## src/disk_log_pkg.sv

```systemverilog
// constants, offsets and state encodings for the log write command logic
package disk_log_pkg;
    // ------------------------------------------------------------------
    // register offsets (byte addresses, one aligned word each)
    // ------------------------------------------------------------------
    localparam logic [7:0] OFF_FEAT_CUR = 8'h00;
    localparam logic [7:0] OFF_FEAT_PREV = 8'h04;
    localparam logic [7:0] OFF_CNT_CUR = 8'h08;
    localparam logic [7:0] OFF_CNT_PREV = 8'h0C;
    localparam logic [7:0] OFF_SNUM_CUR = 8'h10;
    localparam logic [7:0] OFF_SNUM_PREV = 8'h14;
    localparam logic [7:0] OFF_CYLLO_CUR = 8'h18;
    localparam logic [7:0] OFF_CYLLO_PREV = 8'h1C;
    localparam logic [7:0] OFF_CYLHI_CUR = 8'h20;
    localparam logic [7:0] OFF_CYLHI_PREV = 8'h24;
    localparam logic [7:0] OFF_DEVHEAD = 8'h28;
    localparam logic [7:0] OFF_CMD_STATUS = 8'h2C;
    localparam logic [7:0] OFF_ERROR = 8'h30;
    localparam logic [7:0] OFF_DEVCTL = 8'h34;
    localparam logic [7:0] OFF_DATA = 8'h38;
    localparam int unsigned TF_REGS = 11;

    // ------------------------------------------------------------------
    // opcodes, bit positions, sizes
    // ------------------------------------------------------------------
    localparam logic [7:0] CMD_WRITE_LOG_EXT = 8'h3F;
    localparam logic [7:0] CMD_WRITE_FPDMA = 8'h61;
    localparam int unsigned ST_BSY = 7;
    localparam int unsigned ST_RDY = 6;
    localparam int unsigned ST_DSC = 4;
    localparam int unsigned ST_DRQ = 3;
    localparam int unsigned ST_ERR = 0;
    localparam int unsigned ER_UNC = 6;
    localparam int unsigned ER_ABT = 2;
    localparam int unsigned DH_FUA = 7;
    localparam int unsigned DC_HOB = 7;
    localparam int unsigned SECTOR_BYTES = 512;
    localparam int unsigned WORDS_PER_SECTOR = SECTOR_BYTES / 4;
    localparam int unsigned WORD_CNT_W = $clog2(WORDS_PER_SECTOR);
    localparam logic [1:0] RESP_OKAY = 2'h0;
    localparam logic [1:0] RESP_SLVERR = 2'h2;
    localparam logic [7:0] TF_RESET = 8'h00;
    localparam logic [47:0] LBA_RESET = 48'h0000_0000_0000;

    typedef enum logic [1:0] {
        ST_IDLE = 2'b00,
        ST_CHECK = 2'b01,
        ST_XFER = 2'b10,
        ST_FLUSH = 2'b11
    } cmd_state_t;
endpackage

```

## src/word_stream_if.sv

```systemverilog
// valid/ready word stream between the command logic and its fifo
`timescale 1ns/10ps
`default_nettype none
interface word_stream_if #(parameter int unsigned WIDTH = 32);
    logic valid;
    logic ready;
    logic [WIDTH-1:0] data;
    modport src (output valid, output data, input ready);
    modport snk (input valid, input data, output ready);
endinterface
`default_nettype wire

```

## src/word_fifo.sv

```systemverilog
// flip-flop fifo with valid/ready on both sides
`timescale 1ns/10ps
`default_nettype none
module word_fifo #(
    parameter int unsigned WIDTH = 32,
    parameter int unsigned DEPTH = 32
) (
    input wire logic mclk,
    input wire logic rst_n,
    word_stream_if.snk in_s,
    word_stream_if.src out_s
);
    localparam int unsigned PW = $clog2(DEPTH);

    logic [WIDTH-1:0] mem_q [DEPTH];
    logic [PW:0] wr_ptr_q;
    logic [PW:0] rd_ptr_q;
    logic full;
    logic empty;
    logic push;
    logic pop;

    // extra pointer bit tells full from empty
    assign empty = (wr_ptr_q == rd_ptr_q);
    assign full = (wr_ptr_q[PW-1:0] == rd_ptr_q[PW-1:0]) && (wr_ptr_q[PW] != rd_ptr_q[PW]);
    assign in_s.ready = !full;
    assign out_s.valid = !empty;
    assign out_s.data = mem_q[rd_ptr_q[PW-1:0]];
    assign push = in_s.valid && !full;
    assign pop = out_s.ready && !empty;

    // pointers
    always_ff @(posedge mclk or negedge rst_n) begin
        if (!rst_n) begin
            wr_ptr_q <= '0;
            rd_ptr_q <= '0;
        end else begin
            if (push) begin
                wr_ptr_q <= wr_ptr_q + 1'b1;
            end
            if (pop) begin
                rd_ptr_q <= rd_ptr_q + 1'b1;
            end
        end
    end

    // storage, no reset needed on data
    always_ff @(posedge mclk) begin
        if (push) begin
            mem_q[wr_ptr_q[PW-1:0]] <= in_s.data;
        end
    end
endmodule
`default_nettype wire

```

## src/disk_write_log_command_logic.sv

```systemverilog
// task-file command logic for queued writes and extended log writes
`timescale 1ns/10ps
`default_nettype none
module disk_write_log_command_logic #(
    parameter int unsigned FIFO_DEPTH = 32,
    parameter int unsigned BLOCK_SECTORS = 1
) (
    input wire logic mclk,
    input wire logic rst_n,
    input wire logic [7:0] s_axi_awaddr,
    input wire logic s_axi_awvalid,
    output logic s_axi_awready,
    input wire logic [31:0] s_axi_wdata,
    input wire logic [3:0] s_axi_wstrb,
    input wire logic s_axi_wvalid,
    output logic s_axi_wready,
    output logic [1:0] s_axi_bresp,
    output logic s_axi_bvalid,
    input wire logic s_axi_bready,
    input wire logic [7:0] s_axi_araddr,
    input wire logic s_axi_arvalid,
    output logic s_axi_arready,
    output logic [31:0] s_axi_rdata,
    output logic [1:0] s_axi_rresp,
    output logic s_axi_rvalid,
    input wire logic s_axi_rready,
    input wire logic write_cache_en,
    input wire logic [15:0] log_dir_size,
    input wire logic log_read_only,
    input wire logic log_feature_ok,
    output logic [7:0] log_addr,
    output logic [15:0] log_start_sector,
    output logic log_write_active,
    output logic [31:0] media_data,
    output logic media_valid,
    input wire logic media_ready,
    input wire logic media_commit_done,
    input wire logic media_unc_err,
    input wire logic [47:0] media_unc_lba,
    output logic intrq,
    output logic busy
);
    localparam logic [15:0] BLOCK_LAST = 16'(BLOCK_SECTORS - 1);
    localparam logic [6:0] WORD_LAST = 7'(disk_log_pkg::WORDS_PER_SECTOR - 1);

    word_stream_if #(.WIDTH(32)) push_s ();
    word_stream_if #(.WIDTH(32)) drain_s ();

    disk_log_pkg::cmd_state_t state_q;
    logic [7:0] tf_q [disk_log_pkg::TF_REGS];
    logic [7:0] cmd_q;
    logic hob_q;
    logic drq_q;
    logic err_abt_q;
    logic err_unc_q;
    logic intrq_q;
    logic fua_need_q;
    logic is_log_q;
    logic unc_seen_q;
    logic [47:0] unc_lba_q;
    logic [15:0] sectors_left_q;
    logic [15:0] blk_cnt_q;
    logic [6:0] word_cnt_q;
    logic bvalid_q;
    logic [1:0] bresp_q;
    logic rvalid_q;
    logic [1:0] rresp_q;
    logic [31:0] rdata_q;
    logic write_go;
    logic cmd_start;
    logic data_push;
    logic status_read;
    logic [15:0] req_count;
    logic [16:0] req_end;
    logic log_abort;
    logic sector_end;
    logic last_word;
    logic unc_hit;
    logic [31:0] rd_word;
    logic rd_hit;
    logic [3:0] wr_idx;

    // ------------------------------------------------------------------
    // bus write side: address and data taken together
    // ------------------------------------------------------------------
    // a data write stalls here while the fifo is full, so back-pressure
    // reaches the host through wready instead of losing words
    assign write_go = s_axi_awvalid && s_axi_wvalid && !bvalid_q &&
        (s_axi_awaddr != disk_log_pkg::OFF_DATA || !drq_q || push_s.ready);
    assign s_axi_awready = write_go;
    assign s_axi_wready = write_go;
    assign s_axi_bvalid = bvalid_q;
    assign s_axi_bresp = bresp_q;
    assign wr_idx = s_axi_awaddr[5:2];
    assign cmd_start = write_go && s_axi_awaddr == disk_log_pkg::OFF_CMD_STATUS &&
        s_axi_wstrb[0] && state_q == disk_log_pkg::ST_IDLE;
    assign data_push = write_go && s_axi_awaddr == disk_log_pkg::OFF_DATA && drq_q;
    assign push_s.valid = data_push;
    assign push_s.data = s_axi_wdata;

    // write response, unmapped offsets answer slverr
    always_ff @(posedge mclk or negedge rst_n) begin
        if (!rst_n) begin
            bvalid_q <= 1'b0;
            bresp_q <= disk_log_pkg::RESP_OKAY;
        end else if (write_go) begin
            bvalid_q <= 1'b1;
            bresp_q <= (s_axi_awaddr[1:0] == 2'h0 && s_axi_awaddr <= disk_log_pkg::OFF_DATA) ?
                disk_log_pkg::RESP_OKAY : disk_log_pkg::RESP_SLVERR;
        end else if (s_axi_bready) begin
            bvalid_q <= 1'b0;
        end
    end

    // task-file bytes, frozen while a command runs
    always_ff @(posedge mclk or negedge rst_n) begin
        if (!rst_n) begin
            for (int i = 0; i < disk_log_pkg::TF_REGS; i++) begin
                tf_q[i] <= disk_log_pkg::TF_RESET;
            end
        end else if (write_go && s_axi_wstrb[0] && s_axi_awaddr[1:0] == 2'h0 &&
                     s_axi_awaddr[7:6] == 2'h0 && 32'(wr_idx) < disk_log_pkg::TF_REGS &&
                     state_q == disk_log_pkg::ST_IDLE) begin
            tf_q[wr_idx] <= s_axi_wdata[7:0];
        end
    end

    // high-order-byte view select
    always_ff @(posedge mclk or negedge rst_n) begin
        if (!rst_n) begin
            hob_q <= 1'b0;
        end else if (write_go && s_axi_wstrb[0] && s_axi_awaddr == disk_log_pkg::OFF_DEVCTL) begin
            hob_q <= s_axi_wdata[disk_log_pkg::DC_HOB];
        end
    end

    // ------------------------------------------------------------------
    // command checks
    // ------------------------------------------------------------------
    assign req_count = {tf_q[3], tf_q[2]};
    assign log_addr = tf_q[4];
    assign log_start_sector = {tf_q[7], tf_q[6]};
    assign req_end = {1'b0, log_start_sector} + {1'b0, req_count};
    // every reason to refuse is known before drq rises
    assign log_abort = (req_count > log_dir_size) ||
        log_read_only ||
        !log_feature_ok || req_count == 16'h0000 ||
        log_start_sector >= log_dir_size || req_end > {1'b0, log_dir_size};
    assign log_write_active = is_log_q && state_q != disk_log_pkg::ST_IDLE;

    assign last_word = word_cnt_q == WORD_LAST;
    assign sector_end = data_push && last_word;
    assign unc_hit = media_unc_err && !is_log_q &&
        (state_q == disk_log_pkg::ST_XFER || state_q == disk_log_pkg::ST_FLUSH);

    // ------------------------------------------------------------------
    // command sequencer
    // ------------------------------------------------------------------
    always_ff @(posedge mclk or negedge rst_n) begin
        if (!rst_n) begin
            state_q <= disk_log_pkg::ST_IDLE;
            cmd_q <= disk_log_pkg::TF_RESET;
            drq_q <= 1'b0;
            err_abt_q <= 1'b0;
            err_unc_q <= 1'b0;
            fua_need_q <= 1'b0;
            is_log_q <= 1'b0;
            sectors_left_q <= 16'h0000;
        end else begin
            case (state_q)
                disk_log_pkg::ST_IDLE: begin
                    if (cmd_start) begin
                        cmd_q <= s_axi_wdata[7:0];
                        is_log_q <= s_axi_wdata[7:0] == disk_log_pkg::CMD_WRITE_LOG_EXT;
                        err_abt_q <= 1'b0;
                        err_unc_q <= 1'b0;
                        state_q <= disk_log_pkg::ST_CHECK;
                    end
                end
                disk_log_pkg::ST_CHECK: begin
                    // fua forces media commit on queued writes; a disabled cache does as well
                    fua_need_q <= tf_q[10][disk_log_pkg::DH_FUA] || !write_cache_en;
                    if (cmd_q == disk_log_pkg::CMD_WRITE_LOG_EXT && !log_abort) begin
                        sectors_left_q <= req_count;
                        drq_q <= 1'b1;
                        state_q <= disk_log_pkg::ST_XFER;
                    end else if (cmd_q == disk_log_pkg::CMD_WRITE_FPDMA &&
                                 {tf_q[1], tf_q[0]} != 16'h0000) begin
                        sectors_left_q <= {tf_q[1], tf_q[0]};
                        drq_q <= 1'b1;
                        state_q <= disk_log_pkg::ST_XFER;
                    end else begin
                        err_abt_q <= 1'b1;
                        state_q <= disk_log_pkg::ST_IDLE;
                    end
                end
                disk_log_pkg::ST_XFER: begin
                    if (unc_hit) begin
                        drq_q <= 1'b0;
                        err_unc_q <= 1'b1;
                        state_q <= disk_log_pkg::ST_IDLE;
                    end else if (sector_end) begin
                        sectors_left_q <= sectors_left_q - 16'h0001;
                        if (sectors_left_q == 16'h0001) begin
                            drq_q <= 1'b0;
                            state_q <= disk_log_pkg::ST_FLUSH;
                        end
                    end
                end
                disk_log_pkg::ST_FLUSH: begin
                    if (unc_hit) begin
                        err_unc_q <= 1'b1;
                        state_q <= disk_log_pkg::ST_IDLE;
                    end else if (!is_log_q && !fua_need_q) begin
                        state_q <= disk_log_pkg::ST_IDLE;
                    end else if (!drain_s.valid && (!fua_need_q || is_log_q || media_commit_done)) begin
                        state_q <= disk_log_pkg::ST_IDLE;
                    end
                end
                default: begin
                    state_q <= disk_log_pkg::ST_IDLE;
                end
            endcase
        end
    end

    // word and block counters within the data phase
    always_ff @(posedge mclk or negedge rst_n) begin
        if (!rst_n) begin
            word_cnt_q <= 7'h00;
            blk_cnt_q <= 16'h0000;
        end else if (state_q == disk_log_pkg::ST_CHECK) begin
            word_cnt_q <= 7'h00;
            blk_cnt_q <= 16'h0000;
        end else if (data_push) begin
            word_cnt_q <= last_word ? 7'h00 : word_cnt_q + 7'h01;
            if (last_word) begin
                blk_cnt_q <= (blk_cnt_q == BLOCK_LAST) ? 16'h0000 : blk_cnt_q + 16'h0001;
            end
        end
    end

    // first unrecoverable error address, kept until an error in a later command replaces it
    always_ff @(posedge mclk or negedge rst_n) begin
        if (!rst_n) begin
            unc_seen_q <= 1'b0;
            unc_lba_q <= disk_log_pkg::LBA_RESET;
        end else if (state_q == disk_log_pkg::ST_CHECK) begin
            unc_seen_q <= 1'b0;
        end else if (unc_hit && !unc_seen_q) begin
            unc_seen_q <= 1'b1;
            unc_lba_q <= media_unc_lba;
        end
    end

    // ------------------------------------------------------------------
    // interrupt: per block on log writes, the last with the final sector; at the end of queued writes and refused commands
    // ------------------------------------------------------------------
    // a new event in the cycle of a status read keeps the line high
    always_ff @(posedge mclk or negedge rst_n) begin
        if (!rst_n) begin
            intrq_q <= 1'b0;
        end else if ((sector_end && is_log_q &&
                      (blk_cnt_q == BLOCK_LAST || sectors_left_q == 16'h0001)) ||
                     unc_hit || (state_q == disk_log_pkg::ST_FLUSH && !is_log_q &&
                      (!fua_need_q || (!drain_s.valid && media_commit_done)))) begin
            intrq_q <= 1'b1; // waits for the commit only on queued writes with fua_need_q set
        end else if (state_q == disk_log_pkg::ST_CHECK && !drq_q &&
                     !(cmd_q == disk_log_pkg::CMD_WRITE_LOG_EXT && !log_abort) &&
                     !(cmd_q == disk_log_pkg::CMD_WRITE_FPDMA &&
                       {tf_q[1], tf_q[0]} != 16'h0000)) begin
            intrq_q <= 1'b1;
        end else if (status_read) begin
            intrq_q <= 1'b0;
        end
    end
    assign intrq = intrq_q;
    assign busy = state_q != disk_log_pkg::ST_IDLE;

    // ------------------------------------------------------------------
    // bus read side
    // ------------------------------------------------------------------
    always_comb begin
        rd_word = 32'h0000_0000;
        rd_hit = 1'b1;
        case (s_axi_araddr)
            disk_log_pkg::OFF_SNUM_CUR: rd_word[7:0] = hob_q ? unc_lba_q[31:24] : unc_lba_q[7:0];
            disk_log_pkg::OFF_CYLLO_CUR: rd_word[7:0] = hob_q ? unc_lba_q[39:32] : unc_lba_q[15:8];
            disk_log_pkg::OFF_CYLHI_CUR: rd_word[7:0] = hob_q ? unc_lba_q[47:40] : unc_lba_q[23:16];
            disk_log_pkg::OFF_CMD_STATUS: begin
                rd_word[disk_log_pkg::ST_BSY] = busy && !drq_q;
                rd_word[disk_log_pkg::ST_RDY] = 1'b1;
                rd_word[disk_log_pkg::ST_DSC] = 1'b1;
                rd_word[disk_log_pkg::ST_DRQ] = drq_q;
                rd_word[disk_log_pkg::ST_ERR] = err_abt_q || err_unc_q;
            end
            disk_log_pkg::OFF_ERROR: begin
                rd_word[disk_log_pkg::ER_ABT] = err_abt_q;
                rd_word[disk_log_pkg::ER_UNC] = err_unc_q;
            end
            disk_log_pkg::OFF_DEVCTL: rd_word[disk_log_pkg::DC_HOB] = hob_q;
            disk_log_pkg::OFF_DATA: rd_word = 32'h0000_0000;
            default: begin
                if (s_axi_araddr[1:0] == 2'h0 && 32'(s_axi_araddr[5:2]) < disk_log_pkg::TF_REGS &&
                    !s_axi_araddr[7] && !s_axi_araddr[6]) begin
                    rd_word[7:0] = tf_q[s_axi_araddr[5:2]];
                end else begin
                    rd_hit = 1'b0;
                end
            end
        endcase
    end

    assign s_axi_arready = !rvalid_q;
    assign s_axi_rvalid = rvalid_q;
    assign s_axi_rdata = rdata_q;
    assign s_axi_rresp = rresp_q;
    assign status_read = s_axi_arvalid && !rvalid_q && s_axi_araddr == disk_log_pkg::OFF_CMD_STATUS;

    // read answer one cycle after the address is taken
    always_ff @(posedge mclk or negedge rst_n) begin
        if (!rst_n) begin
            rvalid_q <= 1'b0;
            rdata_q <= 32'h0000_0000;
            rresp_q <= disk_log_pkg::RESP_OKAY;
        end else if (s_axi_arvalid && !rvalid_q) begin
            rvalid_q <= 1'b1;
            rdata_q <= rd_word;
            rresp_q <= rd_hit ? disk_log_pkg::RESP_OKAY : disk_log_pkg::RESP_SLVERR;
        end else if (s_axi_rready) begin
            rvalid_q <= 1'b0;
        end
    end

    // ------------------------------------------------------------------
    // data path to the media side
    // ------------------------------------------------------------------
    word_fifo #(.WIDTH(32), .DEPTH(FIFO_DEPTH)) u_fifo (
        .mclk(mclk),
        .rst_n(rst_n),
        .in_s(push_s),
        .out_s(drain_s)
    );
    assign media_valid = drain_s.valid;
    assign media_data = drain_s.data;
    assign drain_s.ready = media_ready;
endmodule
`default_nettype wire

```

## config.mk

```make
export PLATFORM = sky130hd
export DESIGN_NAME = disk_write_log_command_logic
export DESIGN_NICKNAME = d
export VERILOG_FILES = /design/src/disk_log_pkg.sv /design/src/word_stream_if.sv /design/src/word_fifo.sv /design/src/disk_write_log_command_logic.sv
export SDC_FILE = /design/constraint.sdc
export NUM_CORES = 2
export LEC_CHECK = 0
export CAP_MARGIN = 15
export CORE_ASPECT_RATIO = 1.75
export CORE_MARGIN = 10
export CORE_UTILIZATION = 35
export CTS_BUF_LIST = sky130_fd_sc_hd__clkbuf_4 sky130_fd_sc_hd__clkbuf_8
export DETAILED_ROUTE_END_ITERATION = 16
export DONT_BUFFER_PORTS = 1
export SETUP_SLACK_MARGIN = 0.1
export SLEW_MARGIN = 20
export SYNTH_ARGS = -nofsm -noshare
export SYNTH_HDL_FRONTEND = slang
export SYNTH_HIERARCHICAL = 1
export SYNTH_SLANG_ARGS = --single-unit
```

## constraint.sdc

```tcl
create_clock -name mclk -period 5 [get_ports mclk]
set_input_delay 0.5 -clock mclk [delete_from_list [all_inputs] [get_ports mclk]]
set_output_delay 0.5 -clock mclk [all_outputs]
set_load 0.03 [all_outputs]
```

Yosys cells after proc, flatten, opt, wreduce, memory -nomap -nowiden
Memories as Yosys holds them, arrays and structs flattened.
Index checks and enable logic that the tools add are counted.
{"block": "word_totals", "reg_bits": 219, "ram_bits": 1024, "input_bits": 129, "out_inout_bits": 101, "elab_cells": 254, "mem_count": 1}
{"block": "op_classes", "add_sub_neg": 6, "n_lt_le_gt_ge": 9, "n_eq_ne": 32, "mux": 66, "bitwise": 3, "reduce_logical": 105}
{"name": "u_fifo.mem_q", "depth": 32, "width": 32, "read_ports": 1, "rd_ports_with_merged_regs": 0, "wr": 1, "line": "word_fifo.sv:15", "source": "logic [WIDTH-1:0] mem_q [DEPTH];"}
{"cell": "2-to-1 mux 16 bit", "count": 8}
{"cell": "bitwise mux 88 bit", "count": 1}
{"cell": "equality test 8 x 6 -> 1 bit, second input constant", "count": 10}
{"cell": "2-to-1 mux 8 bit", "count": 7}
{"cell": "logical AND 1 bit", "count": 42}
{"cell": "binary-select mux 8 bit (select 4 bit)", "count": 1}
{"cell": "demux 8 bit (select 4 bit)", "count": 1}
{"cell": "zero test 16 bit", "count": 2}
{"cell": "one-hot mux 16 bit (2 select lines)", "count": 1}
{"cell": "2-to-1 mux 1 bit", "count": 22}
{"cell": "2-to-1 mux 2 bit", "count": 11}
{"cell": "2-to-1 mux 7 bit", "count": 3}
{"cell": "nonzero test 2 bit", "count": 9}
{"cell": "adder 16 x 16 -> 17 bit", "count": 1}
{"cell": "> comparator 17 x 16 -> 1 bit", "count": 1}
{"cell": "adder 16 x 1 -> 16 bit, second input constant", "count": 1}
{"cell": "equality test 16 x 1 -> 1 bit, second input constant", "count": 1}
{"cell": "equality test 8 x 5 -> 1 bit, second input constant", "count": 2}
{"cell": "greater-or-equal comparator 16 bit", "count": 1}
{"cell": "> comparator 16 bit", "count": 1}
{"cell": "logical OR 1 bit", "count": 16}
{"cell": "AND reduction 4 bit", "count": 4}
{"cell": "nonzero test 16 bit", "count": 1}
{"cell": "subtractor 16 x 1 -> 16 bit, second input constant", "count": 1}
{"cell": "other kinds (37)", "count": 73}

Logic depth before layout (Yosys ltp)
{"block": "logic_depth", "depth_word": 13, "mapped_depth": 22, "depth_no_buf": 20}

Hierarchy
The synthesis kept the hierarchy.
{"module": "word_fifo", "instances": 1, "cells_per_inst": 1790, "area_each_um2": 39364.0, "seq_area_each_um2": 31049.8}
{"module": "disk_write_log_command_logic", "instances": 1, "cells_per_inst": 1230, "area_each_um2": 12778.5, "seq_area_each_um2": 5129.9}

Least setup slack after synthesis
OpenSTA, ideal clock, no wires.
{"block": "synth_path", "path_type": "register to register", "startpoint": "register tf_q, in the netlist log_start_sector[0]", "endpoint": "register sectors_left_q[6]", "setup_time_ps": 65, "t_arrival_ps": 4196, "setup_slack_ps": 739, "path_stages_with_launch": 22, "n_path_buf": 1, "synth_period_minus_slack_ps": 4261, "path_cell_list": "dfrtp_1 -> ha_1 -> inv_1 -> fa_1 -> nor2b_1 -> o2111ai_1 -> nand4_1 -> a31oi_1 -> o21bai_1 -> nand3_1 -> o21ai_0 -> xor2_1 -> ha_1 -> and3_1 -> a221oi_1 -> nand2_1 -> o21ai_1 -> nand4bb_1 -> buf_6 -> o21a_4 -> nor3_4 -> o221a_2"}
{"block": "synth_between", "elab_chain_cells": 7}
{"item": "from (decl)", "line": "disk_write_log_command_logic.sv:50", "source": "logic [7:0] tf_q [disk_log_pkg::TF_REGS];"}
{"item": "from (signal, indexed assignment)", "line": "disk_write_log_command_logic.sv:119", "source": "tf_q[i] <= disk_log_pkg::TF_RESET;"}
{"item": "from (signal, indexed assignment)", "line": "disk_write_log_command_logic.sv:124", "source": "tf_q[wr_idx] <= s_axi_wdata[7:0];"}
{"item": "adder 16 x 16 -> 17 bit or greater-or-equal comparator 16 bit (tied branches)", "line": "disk_write_log_command_logic.sv:143, disk_write_log_command_logic.sv:148"}
{"item": "> comparator 17 x 16 -> 1 bit or logical OR 1 bit (tied branches)", "line": "disk_write_log_command_logic.sv:148, disk_write_log_command_logic.sv:147"}
{"item": "logical OR 1 bit *", "line": "disk_write_log_command_logic.sv:148", "source": "log_start_sector >= log_dir_size || req_end > {1'b0, log_dir_size};"}
{"item": "zero test 1 bit *", "line": "disk_write_log_command_logic.sv:183", "source": "if (cmd_q == disk_log_pkg::CMD_WRITE_LOG_EXT && !log_abort) begin"}
{"item": "logical AND 1 bit *", "line": "disk_write_log_command_logic.sv:183"}
{"item": "inequality test 3 x 1 -> 1 bit (no line) or 2-to-1 mux 16 bit (tied branches)"}
{"item": "AND reduction 4 bit (no line) or one-hot mux 16 bit (2 select lines) (tied branches)"}
{"item": "to (signal assigned)", "line": "disk_write_log_command_logic.sv:184", "source": "sectors_left_q <= req_count;"}
{"item": "to (signal assigned)", "line": "disk_write_log_command_logic.sv:189", "source": "sectors_left_q <= {tf_q[1], tf_q[0]};"}
{"item": "to (signal assigned)", "line": "disk_write_log_command_logic.sv:203", "source": "sectors_left_q <= sectors_left_q - 16'h0001;"}
{"item": "to (decl)", "line": "disk_write_log_command_logic.sv:61", "source": "logic [15:0] sectors_left_q;"}
Mark *: on every way between the ends. The rest lies on a longest branch, timed or not.
A chain may end at the register's enable or synchronous reset.

Worst setup path in the final report
{"block": "layout_path", "startpoint": "register tf_q, in the netlist log_start_sector[0]", "endpoint": "register sectors_left_q[2]"}
The elaborated chain is that of the path after synthesis.

==> metrics.cfg <==
[global_routing]
grt_pass1_vias=30807
overflow=0
grt_pass1_wl_mm=206.4
antenna_found_initial=7
grt_max_degree=218
gr-usage-all-layers_pct=16.71

[cells_and_area]
drive_gt1_share_pct=25.74
num-fill-cells=13518
nets=3468
syn_to_final_growth_pct=15.07
multi_input_area_um2=15030
final_util_pct=40.45
seqCellArea_um2=36190

[synthesis]
async_reset_ff_share_pct=17.49
synth_cell_type_count=84
synth.area.top_cells=edfxtp_1 59%, dfrtp_1 10%, mux4_2 9.1%
ys.flop_type=edfxtp_1
synth_top_area_cell=edfxtp_1
syn-cell-area_um2=52140
synth_most_common_cell=edfxtp_1
yosysSeqAreaShare_pct=69.39
yosys_warnings=6
synth-seq-cells=1241
avgSynthCellArea_um2=17.27
netlist_instances=3020
netlist_top_cells_count=1024 x edfxtp_1, 217 x dfrtp_1, 210 x mux4_2, 147 x mux2_2, 144 x mux2i_1
synth_enable_flop_cells=1024
synth_top_area_share_pct=58.97

[sta]
hold_violations=217
fin_setup_tns_ns=0
slew_violations=0
relSlewSlack_pct=24.26
setup_viol=0
timing.final.crit_period_ns=4.667
max_clock_freq_mhz=214.3
fin_crit_sh_pct=93.34
tightest_slew_ns=1.132
finClkSkew_ns=0.05440
hold_ws_ns=-0.6850
rsz0062_at_grt=true

[floorplan]
io_pins=230
fp.coreArea_um2=148300
start_util_pct=35.15
die_area_um2=165400
fp.dieH_um=530.6
fp.dieW_um=311.8
rows=187

[pwr]
swShare_pct=32.44
p_comb_share_pct=28.4
p_per_area_nw_per_um2=455.5
p_sw_mw=8.866
finalPower_mw=27.33
clkPwrFrac_pct=29.4
irDropWorstVdd_v=0.0004362
p_int_mw=18.46
seq_power_share_pct=42.2
leakagePower_nw=21.04

[clock_network]
clk_pin_slew_ns=0.07
htreeDepth=4
insertion_delay_ns=0.90
clock_path_buffers=3
cts_root_buf=clkbuf_8
clock_sinks=1241
tritoncts=built
hold_buffers=108
cts_made_buffers=171

[worst_setup_path]
start_kind=register
path_cells=ha_2, inv_1, fa_1, nor2b_2, o2111ai_1, nand4_1, a31oi_1, o21bai_1, nand3_1, o21ai_1, xor2_1, ha_1, and3_1, a221oi_2, nand2_1, o21ai_2, nand4bb_1, buf_4, o21a_4, o41ai_2, a222oi_1
worst-path-max-fanout=8
arrival_ns=5.36
rrSetupSlack_ns=0.33
crit_start=log_start_sector[0]$_DFFE_PN0P_
r2r_start=log_start_sector[0]$_DFFE_PN0P_
worst_setup_path_end_kind=register
crit_type=register to register
slowest_delay_ns=0.42
cp.buffers_inverters=2
cp.required_ns=5.69
critPathTopFamily=compound AO/OA/AOI/OAI gates
crit_path_top_delay_cell=fa_1

[hold_path]
min_path_type=primary input to asynchronous set/reset pin

[flow_run]
cap_violations=0

[drt]
routed_via_density=5.364
first_iter_violations=2124
ant_nets=0
wirelength_mm=139.9
avgRoutedWirePerCell_um=25.98
dr_total_vias=28896
first_pass_iters=5
drc_errors=0

[placed_design]
dp_hpwl_mm=87.36
io_buffers=0
place_congestion=0.8497

[status]
failed_checks=negative hold slack
status=complete, but fails checks

worst reg2reg max path, delay by kind of cell, from the launching register on:
kind	cells	cell delay (ns)
flip-flops	1	0.36
adder cells (fa/ha/maj)	3	0.91
AO/OA/AOI/OAI	9	1.88
XOR/XNOR	1	0.17
buffers and inverters	2	0.26
AND/OR/NAND/NOR	6	0.94
cells by family after synthesis:
| kind of cell | after synthesis | share of synthesized area [%] |
|---|---|---|
| flops | 1241 | 69.39 |
| buf+inv | 272 | 2.596 |
| fa+ha+maj | 79 | 1.910 |
| simple gates | 404 | 3.974 |
| xor+xnor | 42 | 0.7055 |
| other cells | 1 | 0.007192 |
| mux | 501 | 15.01 |
| compound gates | 480 | 6.412 |
flip-flops by register name (all words and copies together), names as in the netlist, 2 cells and up:
signal / count
req_count: 16
word_cnt_q: 7
u_fifo/mem_q: 1024
unc_lba_q: 48
u_fifo/rd_ptr_q: 6
log_start_sector: 16
cmd_q: 8
sectors_left_q: 16
blk_cnt_q: 16
u_fifo/wr_ptr_q: 6
log_addr: 8
tf_q: 48
s_axi_rdata: 8
state_q: 2
path summary, 6_finish.rpt:
path	endpoint	depth (start not counted)
max reg2reg	sectors_left_q[2]$_DFFE_PN0P_	21
max in group asynchronous	u_fifo/rd_ptr_q[0]$_DFFE_PN0P_	0
min	unc_lba_q[14]$_DFFE_PN0P_	0
min in group mclk	err_unc_q$_DFFE_PN0P_	4
max	sectors_left_q[2]$_DFFE_PN0P_	21
min reg2reg	unc_lba_q[46]$_DFFE_PN0P_	1
placed cells by master (no fill, tap or decap), types with 41 or more instances in the layout:
| cell type | netlist | layout |
|---|---|---|
| edfxtp_1 | 1024 | 1024 |
| dfrtp_1 | 217 | 213 |
| mux4_2 | 210 | 210 |
| clkbuf_8 | 0 | 182 |
| mux2_2 | 147 | 147 |
| mux2i_1 | 144 | 144 |
| buf_4 | 71 | 124 |
| a22oi_1 | 100 | 100 |
| dlygate4sd3_1 | 0 | 89 |
| nand2_1 | 85 | 84 |
| a21oi_1 | 82 | 82 |
| ha_1 | 78 | 77 |
| nor2_1 | 101 | 69 |
| o21ai_0 | 62 | 59 |
| inv_1 | 58 | 58 |
| clkbuf_4 | 0 | 44 |
| o22ai_1 | 42 | 42 |
| clkinv_1 | 1 | 41 |
through the flow:
| step | setup WS, ns | instance area, um^2 | cells |
|---|---|---|---|
| floorplan | 0.7391 | 52240 | 3045 |
| global placement | 0.09706 | 55250 | 4961 |
| detailed placement | 0.07659 | 55250 | 4961 |
| CTS | 0.1304 | 59960 | 5381 |
| global route | 0.08488 | 59990 | 5384 |
| finish | 0.3330 | 60000 | 5387 |
layer usage:
metal,share of wire [%],GRT usage [%]
met4,3.5,6.291
met2,56,32.32
met3,5.2,3.428
met1,35,17.46
met5,0.011,0
final cells by class:
cell class / instances / share of cell area (%)
clock inverters: 86 / 1.120
multi-input cells: 1532 / 25.06
diodes: 4 / 0.01668
repair buffers: 255 / 4.248
flip-flops and latches: 1241 / 60.33
inverters: 59 / 0.3691
well taps: 1984 / 4.137
clock buffers: 226 / 4.725
repair_timing:
item,CTS,global route
hold endpoints to repair,1412,217
endpoints found under the setup margin,1,25
pin swaps,0,5
resized for setup,1,12
setup buffers,0,2
power by group through the flow:
stage	logic [mW]	registers (mW)	clock network, mW
floorplan	5.32	11.6	0
global placement	7.68	11.8	0
detailed placement	7.70	11.8	0
CTS	7.94	11.5	8.26
global route	8.33	11.6	8.67
finish	7.75	11.5	8.04
(Power assumes the default switching activity.)
